==> src/rtl/pfss_pkg.sv <==
// Constants, encodings and carrier types of the pin function select slice
package pfss_pkg;

  // Pad order inside the packed pad vectors
  localparam int NUM_PADS              = 5;
  localparam int PAD_PORTA_PIN_SEVEN   = 0;
  localparam int PAD_PORTB_PIN_THREE   = 1;
  localparam int PAD_PORTB_PIN_FOUR    = 2;
  localparam int PAD_PORTA_PIN_ZERO    = 3;
  localparam int PAD_PORTA_PIN_ONE     = 4;

  // Pin configuration field width and placement
  localparam int CFG_REG_W             = 16;
  localparam int FLD_W                 = 4;
  localparam int FLD_PORTA_SEVEN_LSB   = 12;
  localparam int FLD_PORTB_THREE_LSB   = 12;
  localparam int FLD_PORTB_FOUR_LSB    = 0;
  localparam int FLD_PORTA_ZERO_LSB    = 0;
  localparam int FLD_PORTA_ONE_LSB     = 4;

  // Pin configuration field encodings
  localparam logic [3:0] CFG_ANALOG    = 4'h0;
  localparam logic [3:0] CFG_OUT       = 4'h1;
  localparam logic [3:0] CFG_IN        = 4'h4;
  localparam logic [3:0] CFG_OUT_OD    = 4'h5;
  localparam logic [3:0] CFG_IN_PULL   = 4'h8;
  localparam logic [3:0] CFG_ALT_OUT   = 4'h9;
  localparam logic [3:0] CFG_ALT_OD    = 4'hd;

  // Control bit positions
  localparam int DBG_REG_DIS_BIT       = 4;
  localparam int REMAP_CH1_BIT         = 4;
  localparam int REMAP_CH3_BIT         = 6;
  localparam int REMAP_CH4_BIT         = 7;
  localparam int SPI_MASTER_BIT        = 4;
  localparam int UART_HANDSHAKE_BIT    = 5;

  // Timer output enable index per channel
  localparam int TMR_EN_W              = 4;
  localparam int CH1_IDX               = 0;
  localparam int CH3_IDX               = 2;
  localparam int CH4_IDX               = 3;

  typedef enum logic [1:0] {
    PFSS_SC_OFF  = 2'b00,
    PFSS_SC_UART = 2'b01,
    PFSS_SC_SPI  = 2'b10,
    PFSS_SC_TWI  = 2'b11
  } pfss_sc_mode_t;

  typedef struct packed {
    logic out;
    logic oe;
  } pfss_pad_t;

  // Values after reset
  localparam pfss_pad_t PAD_RESET      = 2'h0;
  localparam logic      IN_RESET       = 1'h0;
  localparam logic      IN_N_RESET     = 1'h1;

endpackage

==> src/rtl/pfss_pin_select.sv <==
// Pin function select slice for five general-purpose pads
`timescale 1ns/100ps
// Summary of operation
// Reset: high-current pin is regulator open-drain enable
// Timer one ch4 out needs enable, alt, regulator off
// Timer one ch4 input always from that pin
// Remap bit 6 picks ch3 pin, output gated
// Remap bit 7 puts ch4 on port B four
// Remap bit 4 clear puts ch1 on A zero
// Serial one SPI master clock out when unclaimed
// Serial one SPI slave clock in from B three
// Serial one clear-to-send from B three when handshaking
// Serial one request-to-send out when unclaimed
// Serial one slave select from B four
// Serial two master data out on A zero
// Serial two slave data in from A zero
// Serial two two-wire data open-drain on A one
// Serial two slave data out on A one
// Serial two master data in from A one
// Analog field connects USB lines on A zero/one
// Otherwise pins behave as general-purpose I/O
module pfss_pin_select #(
  parameter bit USB_PRESENT = 1'b1
) (
  input  wire logic                                      clk,
  input  wire logic                                      rst_b,
  input  wire logic [pfss_pkg::CFG_REG_W-1:0]            debug_pin_config,
  input  wire logic [pfss_pkg::CFG_REG_W-1:0]            porta_low_pin_config,
  input  wire logic [pfss_pkg::CFG_REG_W-1:0]            porta_high_pin_config,
  input  wire logic [pfss_pkg::CFG_REG_W-1:0]            portb_low_pin_config,
  input  wire logic [pfss_pkg::CFG_REG_W-1:0]            portb_high_pin_config,
  input  wire logic [pfss_pkg::CFG_REG_W-1:0]            timer_two_remap_option,
  input  wire logic [pfss_pkg::CFG_REG_W-1:0]            serial_one_uart_config,
  input  wire logic [pfss_pkg::CFG_REG_W-1:0]            serial_one_spi_config,
  input  wire logic [pfss_pkg::CFG_REG_W-1:0]            serial_two_spi_config,
  input  wire pfss_pkg::pfss_sc_mode_t                   serial_one_mode_select,
  input  wire pfss_pkg::pfss_sc_mode_t                   serial_two_mode_select,
  input  wire logic [pfss_pkg::TMR_EN_W-1:0]             timer_one_output_enables,
  input  wire logic [pfss_pkg::TMR_EN_W-1:0]             timer_two_output_enables,
  input  wire logic                                      reg_enable_pull_low,
  input  wire logic                                      timer_one_chan_four_out,
  input  wire logic                                      timer_two_chan_one_out,
  input  wire logic                                      timer_two_chan_three_out,
  input  wire logic                                      timer_two_chan_four_out,
  input  wire logic                                      serial_one_spi_clock_out,
  input  wire logic                                      serial_one_request_to_send_n,
  input  wire logic                                      serial_two_master_out,
  input  wire logic                                      serial_two_slave_data_out,
  input  wire logic                                      serial_two_twowire_data_out,
  input  wire logic [pfss_pkg::NUM_PADS-1:0]             gpio_out,
  input  wire logic [pfss_pkg::NUM_PADS-1:0]             pad_in,
  output pfss_pkg::pfss_pad_t [pfss_pkg::NUM_PADS-1:0]   pad_drive_r,
  output logic [pfss_pkg::NUM_PADS-1:0]                  gpio_in_r,
  output logic                                           timer_one_chan_four_in_r,
  output logic                                           timer_two_chan_one_in_r,
  output logic                                           timer_two_chan_three_in_r,
  output logic                                           timer_two_chan_four_in_r,
  output logic                                           serial_one_spi_clock_in_r,
  output logic                                           serial_one_clear_to_send_n_r,
  output logic                                           serial_one_slave_select_n_r,
  output logic                                           serial_two_slave_data_in_r,
  output logic                                           serial_two_master_in_r,
  output logic                                           serial_two_twowire_data_in_r,
  output logic                                           usb_minus_line_r,
  output logic                                           usb_plus_line_r,
  output logic                                           regulator_active_r
);
  logic [pfss_pkg::FLD_W-1:0]           fld [pfss_pkg::NUM_PADS];
  pfss_pkg::pfss_pad_t [pfss_pkg::NUM_PADS-1:0] drive_nxt;
  logic                                 reg_en_on;
  logic                                 ch1_claim;
  logic                                 ch3_at_b3;
  logic                                 ch3_at_a1;
  logic                                 ch4_at_b4;
  logic                                 sc1_uart_hs;
  logic                                 sc1_spi_master;
  logic                                 sc1_spi_slave;
  logic                                 sc2_spi_master;
  logic                                 sc2_spi_slave;
  logic                                 sc2_twi;
  logic                                 usb_minus_nxt;
  logic                                 usb_plus_nxt;
  function automatic logic is_alt(input logic [3:0] f);
    is_alt = (f == pfss_pkg::CFG_ALT_OUT) || (f == pfss_pkg::CFG_ALT_OD);
  endfunction
  // Alternate drive honours the push-pull or open-drain choice of the field
  function automatic pfss_pkg::pfss_pad_t alt_drive(input logic [3:0] f, input logic v);
    pfss_pkg::pfss_pad_t d;
    d.out = (f == pfss_pkg::CFG_ALT_OD) ? 1'b0 : v;
    d.oe  = (f == pfss_pkg::CFG_ALT_OD) ? ~v : 1'b1;
    alt_drive = d;
  endfunction
  function automatic pfss_pkg::pfss_pad_t gpio_drive(input logic [3:0] f, input logic v);
    pfss_pkg::pfss_pad_t d;
    d = pfss_pkg::PAD_RESET;
    if (f == pfss_pkg::CFG_OUT)
    begin
      d.out = v;
      d.oe  = 1'b1;
    end
    else if (f == pfss_pkg::CFG_OUT_OD)
    begin
      d.out = 1'b0;
      d.oe  = ~v;
    end
    gpio_drive = d;
  endfunction
  assign fld[pfss_pkg::PAD_PORTA_PIN_SEVEN] =
    porta_high_pin_config[pfss_pkg::FLD_PORTA_SEVEN_LSB +: pfss_pkg::FLD_W];
  assign fld[pfss_pkg::PAD_PORTB_PIN_THREE] =
    portb_low_pin_config[pfss_pkg::FLD_PORTB_THREE_LSB +: pfss_pkg::FLD_W];
  assign fld[pfss_pkg::PAD_PORTB_PIN_FOUR]  =
    portb_high_pin_config[pfss_pkg::FLD_PORTB_FOUR_LSB +: pfss_pkg::FLD_W];
  assign fld[pfss_pkg::PAD_PORTA_PIN_ZERO]  =
    porta_low_pin_config[pfss_pkg::FLD_PORTA_ZERO_LSB +: pfss_pkg::FLD_W];
  assign fld[pfss_pkg::PAD_PORTA_PIN_ONE]   =
    porta_low_pin_config[pfss_pkg::FLD_PORTA_ONE_LSB +: pfss_pkg::FLD_W];
  // Claims and serial modes
  assign reg_en_on      = ~debug_pin_config[pfss_pkg::DBG_REG_DIS_BIT];
  assign ch1_claim      = ~timer_two_remap_option[pfss_pkg::REMAP_CH1_BIT]
                          & timer_two_output_enables[pfss_pkg::CH1_IDX];
  assign ch3_at_b3      = timer_two_remap_option[pfss_pkg::REMAP_CH3_BIT]
                          & timer_two_output_enables[pfss_pkg::CH3_IDX];
  assign ch3_at_a1      = ~timer_two_remap_option[pfss_pkg::REMAP_CH3_BIT]
                          & timer_two_output_enables[pfss_pkg::CH3_IDX];
  assign ch4_at_b4      = timer_two_remap_option[pfss_pkg::REMAP_CH4_BIT]
                          & timer_two_output_enables[pfss_pkg::CH4_IDX];
  assign sc1_uart_hs    = (serial_one_mode_select == pfss_pkg::PFSS_SC_UART)
                          & serial_one_uart_config[pfss_pkg::UART_HANDSHAKE_BIT];
  assign sc1_spi_master = (serial_one_mode_select == pfss_pkg::PFSS_SC_SPI)
                          & serial_one_spi_config[pfss_pkg::SPI_MASTER_BIT];
  assign sc1_spi_slave  = (serial_one_mode_select == pfss_pkg::PFSS_SC_SPI)
                          & ~serial_one_spi_config[pfss_pkg::SPI_MASTER_BIT];
  assign sc2_spi_master = (serial_two_mode_select == pfss_pkg::PFSS_SC_SPI)
                          & serial_two_spi_config[pfss_pkg::SPI_MASTER_BIT];
  assign sc2_spi_slave  = (serial_two_mode_select == pfss_pkg::PFSS_SC_SPI)
                          & ~serial_two_spi_config[pfss_pkg::SPI_MASTER_BIT];
  assign sc2_twi        = (serial_two_mode_select == pfss_pkg::PFSS_SC_TWI);
  // Output source selection, regulator enable first, then timers, then serial, then plain I/O
  always_comb
  begin
    for (int i = 0; i < pfss_pkg::NUM_PADS; i++)
    begin
      drive_nxt[i] = gpio_drive(fld[i], gpio_out[i]);
    end
    usb_minus_nxt = 1'b0;
    usb_plus_nxt  = 1'b0;
    // High-current pin: regulator enable overrides everything
    if (reg_en_on)
    begin
      drive_nxt[pfss_pkg::PAD_PORTA_PIN_SEVEN].out = 1'b0;
      drive_nxt[pfss_pkg::PAD_PORTA_PIN_SEVEN].oe  = reg_enable_pull_low;
    end
    else if (timer_one_output_enables[pfss_pkg::CH4_IDX]
             && is_alt(fld[pfss_pkg::PAD_PORTA_PIN_SEVEN]))
    begin
      drive_nxt[pfss_pkg::PAD_PORTA_PIN_SEVEN] =
        alt_drive(fld[pfss_pkg::PAD_PORTA_PIN_SEVEN], timer_one_chan_four_out);
    end
    if (is_alt(fld[pfss_pkg::PAD_PORTB_PIN_THREE]))
    begin
      if (ch3_at_b3)
      begin
        drive_nxt[pfss_pkg::PAD_PORTB_PIN_THREE] =
          alt_drive(fld[pfss_pkg::PAD_PORTB_PIN_THREE], timer_two_chan_three_out);
      end
      else if (sc1_spi_master)
      begin
        drive_nxt[pfss_pkg::PAD_PORTB_PIN_THREE] =
          alt_drive(fld[pfss_pkg::PAD_PORTB_PIN_THREE], serial_one_spi_clock_out);
      end
    end
    if (is_alt(fld[pfss_pkg::PAD_PORTB_PIN_FOUR]))
    begin
      if (ch4_at_b4)
      begin
        drive_nxt[pfss_pkg::PAD_PORTB_PIN_FOUR] =
          alt_drive(fld[pfss_pkg::PAD_PORTB_PIN_FOUR], timer_two_chan_four_out);
      end
      else if (sc1_uart_hs)
      begin
        drive_nxt[pfss_pkg::PAD_PORTB_PIN_FOUR] =
          alt_drive(fld[pfss_pkg::PAD_PORTB_PIN_FOUR], serial_one_request_to_send_n);
      end
    end
    // Analog selection releases the pad; USB lines attach where fitted
    if (fld[pfss_pkg::PAD_PORTA_PIN_ZERO] == pfss_pkg::CFG_ANALOG)
    begin
      usb_minus_nxt = USB_PRESENT;
    end
    else if (is_alt(fld[pfss_pkg::PAD_PORTA_PIN_ZERO]))
    begin
      if (ch1_claim)
      begin
        drive_nxt[pfss_pkg::PAD_PORTA_PIN_ZERO] =
          alt_drive(fld[pfss_pkg::PAD_PORTA_PIN_ZERO], timer_two_chan_one_out);
      end
      else if (sc2_spi_master)
      begin
        drive_nxt[pfss_pkg::PAD_PORTA_PIN_ZERO] =
          alt_drive(fld[pfss_pkg::PAD_PORTA_PIN_ZERO], serial_two_master_out);
      end
    end
    if (fld[pfss_pkg::PAD_PORTA_PIN_ONE] == pfss_pkg::CFG_ANALOG)
    begin
      usb_plus_nxt = USB_PRESENT;
    end
    else if (is_alt(fld[pfss_pkg::PAD_PORTA_PIN_ONE]))
    begin
      if (ch3_at_a1)
      begin
        drive_nxt[pfss_pkg::PAD_PORTA_PIN_ONE] =
          alt_drive(fld[pfss_pkg::PAD_PORTA_PIN_ONE], timer_two_chan_three_out);
      end
      else if (sc2_twi && fld[pfss_pkg::PAD_PORTA_PIN_ONE] == pfss_pkg::CFG_ALT_OD)
      begin
        drive_nxt[pfss_pkg::PAD_PORTA_PIN_ONE].out = 1'b0;
        drive_nxt[pfss_pkg::PAD_PORTA_PIN_ONE].oe  = ~serial_two_twowire_data_out;
      end
      else if (sc2_spi_slave)
      begin
        drive_nxt[pfss_pkg::PAD_PORTA_PIN_ONE] =
          alt_drive(fld[pfss_pkg::PAD_PORTA_PIN_ONE], serial_two_slave_data_out);
      end
    end
  end
  // Pad drive and general-purpose input per pad
  for (genvar g = 0; g < pfss_pkg::NUM_PADS; g++)
  begin : g_pad
    always_ff @(posedge clk or negedge rst_b)
    begin
      if (!rst_b)
      begin
        pad_drive_r[g] <= pfss_pkg::PAD_RESET;
        gpio_in_r[g]   <= pfss_pkg::IN_RESET;
      end
      else
      begin
        pad_drive_r[g] <= drive_nxt[g];
        // Analog pads keep their digital input quiet
        gpio_in_r[g]   <= (fld[g] == pfss_pkg::CFG_ANALOG) ? 1'b0 : pad_in[g];
      end
    end
  end
  // Timer inputs
  always_ff @(posedge clk or negedge rst_b)
  begin
    if (!rst_b)
    begin
      timer_one_chan_four_in_r  <= pfss_pkg::IN_RESET;
      timer_two_chan_one_in_r   <= pfss_pkg::IN_RESET;
      timer_two_chan_three_in_r <= pfss_pkg::IN_RESET;
      timer_two_chan_four_in_r  <= pfss_pkg::IN_RESET;
    end
    else
    begin
      timer_one_chan_four_in_r  <= pad_in[pfss_pkg::PAD_PORTA_PIN_SEVEN];
      timer_two_chan_one_in_r   <= timer_two_remap_option[pfss_pkg::REMAP_CH1_BIT] ?
                                   1'b0 : pad_in[pfss_pkg::PAD_PORTA_PIN_ZERO];
      timer_two_chan_three_in_r <= timer_two_remap_option[pfss_pkg::REMAP_CH3_BIT] ?
                                   pad_in[pfss_pkg::PAD_PORTB_PIN_THREE] :
                                   pad_in[pfss_pkg::PAD_PORTA_PIN_ONE];
      timer_two_chan_four_in_r  <= timer_two_remap_option[pfss_pkg::REMAP_CH4_BIT] ?
                                   pad_in[pfss_pkg::PAD_PORTB_PIN_FOUR] : 1'b0;
    end
  end
  // Serial inputs; unselected active-low inputs rest inactive
  always_ff @(posedge clk or negedge rst_b)
  begin
    if (!rst_b)
    begin
      serial_one_spi_clock_in_r    <= pfss_pkg::IN_RESET;
      serial_one_clear_to_send_n_r <= pfss_pkg::IN_N_RESET;
      serial_one_slave_select_n_r  <= pfss_pkg::IN_N_RESET;
      serial_two_slave_data_in_r   <= pfss_pkg::IN_RESET;
      serial_two_master_in_r       <= pfss_pkg::IN_RESET;
      serial_two_twowire_data_in_r <= pfss_pkg::IN_N_RESET;
    end
    else
    begin
      serial_one_spi_clock_in_r    <= sc1_spi_slave &
                                      pad_in[pfss_pkg::PAD_PORTB_PIN_THREE];
      serial_one_clear_to_send_n_r <= sc1_uart_hs ?
                                      pad_in[pfss_pkg::PAD_PORTB_PIN_THREE] : 1'b1;
      serial_one_slave_select_n_r  <= sc1_spi_slave ?
                                      pad_in[pfss_pkg::PAD_PORTB_PIN_FOUR] : 1'b1;
      serial_two_slave_data_in_r   <= sc2_spi_slave &
                                      pad_in[pfss_pkg::PAD_PORTA_PIN_ZERO];
      serial_two_master_in_r       <= sc2_spi_master &
                                      pad_in[pfss_pkg::PAD_PORTA_PIN_ONE];
      serial_two_twowire_data_in_r <= sc2_twi ?
                                      pad_in[pfss_pkg::PAD_PORTA_PIN_ONE] : 1'b1;
    end
  end
  // Analog and regulator status
  always_ff @(posedge clk or negedge rst_b)
  begin
    if (!rst_b)
    begin
      usb_minus_line_r   <= 1'b0;
      usb_plus_line_r    <= 1'b0;
      regulator_active_r <= 1'b1;
    end
    else
    begin
      usb_minus_line_r   <= usb_minus_nxt;
      usb_plus_line_r    <= usb_plus_nxt;
      regulator_active_r <= reg_en_on;
    end
  end
endmodule // pfss_pin_select

==> config.mk <==
export PLATFORM = sky130hd
export DESIGN_NAME = pfss_pin_select
export DESIGN_NICKNAME = d
export VERILOG_FILES = /design/src/rtl/pfss_pkg.sv /design/src/rtl/pfss_pin_select.sv
export SDC_FILE = /design/constraint.sdc
export NUM_CORES = 1
export LEC_CHECK = 0
export BUFFER_PORTS_ARGS = -buffer_cell sky130_fd_sc_hd__buf_2
export CAP_MARGIN = 25
export CORE_AREA = 3 3 79 81
export DETAILED_ROUTE_END_ITERATION = 10
export DIE_AREA = 0 0 82 84
export GPL_TIMING_DRIVEN = 0
export PLACE_DENSITY_LB_ADDON = 0.25
export SLEW_MARGIN = 20
export SYNTH_ARGS = -nofsm -noshare
export SYNTH_HDL_FRONTEND = slang
export SYNTH_SLANG_ARGS = --single-unit
==> constraint.sdc <==
create_clock -name clk -period 0.8 [get_ports clk]
set_clock_uncertainty 0.05 [all_clocks]
set_input_delay 0.08 -clock clk [delete_from_list [all_inputs] [get_ports clk]]
set_output_delay 0.08 -clock clk [all_outputs]
set_load 0.01 [all_outputs]
---- Word level (Yosys, flattened, before mapping) ----
Index checks and enable logic that the tools add are counted.
cells by class
  reductions and logical operators ........ 12
  mux-type cells .......................... 58
  bitwise logic cells ..................... 31
  equality and inequality tests ........... 24
operator list
  operator                                        count
  two-way mux 2 bit                               22
  == test 4 bit (second input constant)           10
  two-way mux 1 bit                               36
  == test 4 x 1 -> 1 bit (second input constant)  5
  == test 4 x 3 -> 1 bit (second input constant)  5
  zero test 4 bit                                 5
  inverter 1 bit                                  19
  bitwise AND 1 bit                               12
  == test 2 bit (second input constant)           3
  logical OR 1 bit                                5
  == test 2 x 1 -> 1 bit (second input constant)  1
  logical AND 1 bit                               2
word-level totals
  bits in registers ....................... 28
  logic and storage cells ................. 153

---- Depth between registers and ports, before layout ----
  depth after elaboration ................. 8
  mapped depth ............................ 3
  mapped depth without buffers ............ 3

---- Worst setup path before layout ----
Ideal clock, no wire load.
  kind .................................... in2reg
  from .................................... input port timer_two_output_enables[2] (netlist name)
  to ...................................... register pad_drive_r[8] (netlist name)
  data arrival time ....................... 0.794 ns
  stages .................................. 3
  data required time ...................... 0.628 ns
  slack ................................... -0.166 ns
  cells stage by stage .................... nor2b_1 or3_1 a32o_1
RTL lines
  item                           RTL line                source
  start, declared                pfss_pin_select.sv:39   input wire logic [pfss_pkg::TMR_EN_W-1:0] timer_two_output_enables,
  end signal, assigned by index  pfss_pin_select.sv:234  pad_drive_r[g] <= pfss_pkg::PAD_RESET;
  end signal, assigned by index  pfss_pin_select.sv:239  pad_drive_r[g] <= drive_nxt[g];
  end, declared                  pfss_pin_select.sv:52   output pfss_pkg::pfss_pad_t [pfss_pkg::NUM_PADS-1:0] pad_drive_r,

---- Final worst setup path ----
  from .................................... input port pad_in[2] (netlist name)
  to ...................................... register serial_one_slave_select_n_r
between the ends
  cells in the longest elaborated chain, start to end .. 1
RTL lines
  item                  RTL line                source
  start, declared       pfss_pin_select.sv:51   input wire logic [pfss_pkg::NUM_PADS-1:0] pad_in,
  two-way mux 1 bit     pfss_pin_select.sv:285  serial_one_slave_select_n_r <= sc1_spi_slave ?
  end signal, assigned  pfss_pin_select.sv:274  serial_one_slave_select_n_r <= pfss_pkg::IN_N_RESET;
  end signal, assigned  pfss_pin_select.sv:285
  end, declared         pfss_pin_select.sv:60   output logic serial_one_slave_select_n_r,
No other way between the ends.

==> flow_summary.toml <==
[status]
status = "finished with violations"
violations = "hold timing, setup timing"

[synthesis]
syn_avg_cell_area_um2 = 11.3
synthTopCellsByCount = "dfrtp_1, nor2b_1, nand2_1"
synthArstFlopShare_pct = 100
synth.top_cell.area_share_pct = 48.6
synth.most_common_cell = "dfrtp_1"
ys.flop_type = "dfrtp_1"
yosysSeqAreaShare_pct = 57.1
syn-instance-count = 109
yosys-top-cells-area = "dfrtp_1, dfstp_2, nor2b_1, o41a_1, nand2_1"
yosysTopAreaCell = "dfrtp_1"
syn_nets = 287
synth_area_mm2 = 0.00124
synth_edf_count = 0
synth_seq_cells = 28
synth_cell_types = 32
ys_warn_count = 0

[critical_path]
critical_path_class = "input pin to register"
crit_required_ps = 950
startpoint_type = "input pin"
crit_arrival_ps = 1210
worst_setup_path_end_kind = "register"
cp_max_fo = 2

[finish]
area_delta_synth_final_pct = 61.7
fin_cells = 277
largest_reg_flops = 10
final_layout_size_suffix_gt1_share_pct = 49.8
fin_nets = 384
top_register = "pad_drive_r"
fin_util_pct = 36.1
top_regs = "pad_drive_r: 10 flops, gpio_in_r: 5 flops"
diodes = 0

[route]
vias_per_cell = 4.38
totalWireLength_um = 3780
drtAntennaViolNets = 0
drc = 0
met1Wirelength_um = 1740
top_layer_used = "met4"
vias = 1214
wl_per_cell_um = 13.6
first_pass_iters = 4
wl_met3_um = 321
wl_met2_um = 1660
drtIter0Drc = 61

[clock_network]
numCtsBuffers = 3
cts_tree = "built"
cts_root_buffer = "clkbuf_8"
clock_sinks = 28
post_cts_buffers = 0
clk_path_buf_depth = 2
htree_levels = 1
path_clk_slew_ps = 100

[sta]
whs_ps = -238
setup_viol = 30
fin_ws_ps = -257
drv_slew = 0
finalHoldViolCount = 33
post-route-period-util_pct = 132
worst_pin_slew_ps = 628
grt_setup_unrepaired = "yes"
clock.fmax_ghz = 0.946
fin_crit_ps = 1060
slew_headroom_pct = 58.1

[power_and_ir_drop]
finalPower_w = 0.00317
p_per_area_mw_per_mm2 = 1580
ir_worst_vdd_mv = 0.640
cellLeakagePower_nw = 0.991

[global_routing]
grt_usage_pct = 11.1
overflow = 0
grt_first_pass_wirelength_um = 5890
grt_max_degree = 29
grt_pass1_vias = 1251
antenna_found_initial = 0

[min_path]
hold_path_class = "input pin to asynchronous set/reset pin"

[floorplan]
die_area_mm2 = 0.00689
rows = 27
start_util_pct = 22.3
pin_count = 206
fp.dieH_um = 84
core_mm2 = 0.00554
die_x_um = 82

[placement]
portBuffers = 84
post-place-ws_ps = -318
dp_hpwl_um = 3080
place_inst = 265
place_congestion = 0.765

[run]
cap_violations = 0
==> report_power, final <==
part	internal, W	leakage (nW)	switching [W]
sequential	0.00148	0.354	0.0000210
clock	0.000670	0.0357	0.000440
combinational	0.000289	0.601	0.000267
==> logic make-up (layout without fill, tap and decap cells) <==
kind of cell,Yosys count,after routing,share of synthesized area [%]
muxes,1,1,0.911
DFF,28,28,57.1
buffers and inverters,4,100,1.21
and+or+nand+nor,52,52,25.3
AOI/OAI and AO/OA,24,24,15.5
==> path summary, 6_finish.rpt <==
path                       cells past startpoint                startpoint                          end  slack, ps
max                                            3                 pad_in[2]  serial_one_slave_select_n_r       -260
min                                            1                     rst_b               pad_drive_r[8]       -240
max in group asynchronous                      1                     rst_b               pad_drive_r[4]        530
min in group clk                               2  portb_high_pin_config[2]               pad_drive_r[5]        -70
==> routing by layer <==
layer,up-vias,track usage [%]
met5,-,0
met4,0,4.08
met3,4,1.51
met2,50,16.6
met1,560,16.0
li1,600,-
==> what timing repair did <==
item,in CTS,in global routing
gates resized for setup,10,7
hold buffers,6,2
endpoints found under the setup margin,30,30
endpoints found under the hold margin,41,31
==> metrics by stage <==
| step | setup TNS (ps) | cell area (µm²) |
|---|---|---|
| 6_report | -3790 | 2000 |
| 5_1_grt | -4960 | 2000 |
| 4_1_cts | -3930 | 1940 |
| 3_5_place_dp | -2000 | 1760 |
| 3_3_place_gp | -2080 | 1760 |
| 2_1_floorplan | -171 | 1250 |
==> critical path: stages <==
cell and delay (ps):
buf_2 100, dlygate4sd3_1 580, or3b_2 440
==> cell usage in the layout (no fill, tap or decap), drive strengths merged, types with 3 or more instances in the layout <==
cell type,synthesis,layout
buf,0,84
dfrtp,24,24
nor2b,9,9
nand2,8,8
dlygate4sd3,0,8
inv,4,4
nand3b,4,4
nand3,4,4
o21ai,4,4
a31oi,4,4
nor4,4,4
dfstp,4,4
nand2b,3,3
a311oi,3,3
nor2,3,3
o41a,3,3
and2,3,3
clkbuf,0,3
==> layout make-up <==
| type | count | area, µm² |
|---|---|---|
| Fill cell | 592 | 3540 |
| Clock inverter | 1 | 30.0 |
| Clock buffer | 3 | 41.3 |
| Timing Repair Buffer | 92 | 582 |
| Tap cell | 72 | 90.1 |
| Sequential cell | 28 | 706 |
| Inverter | 4 | 15.0 |
| Multi-Input combinational cell | 77 | 536 |
Power figures use the tool's default switching activity.
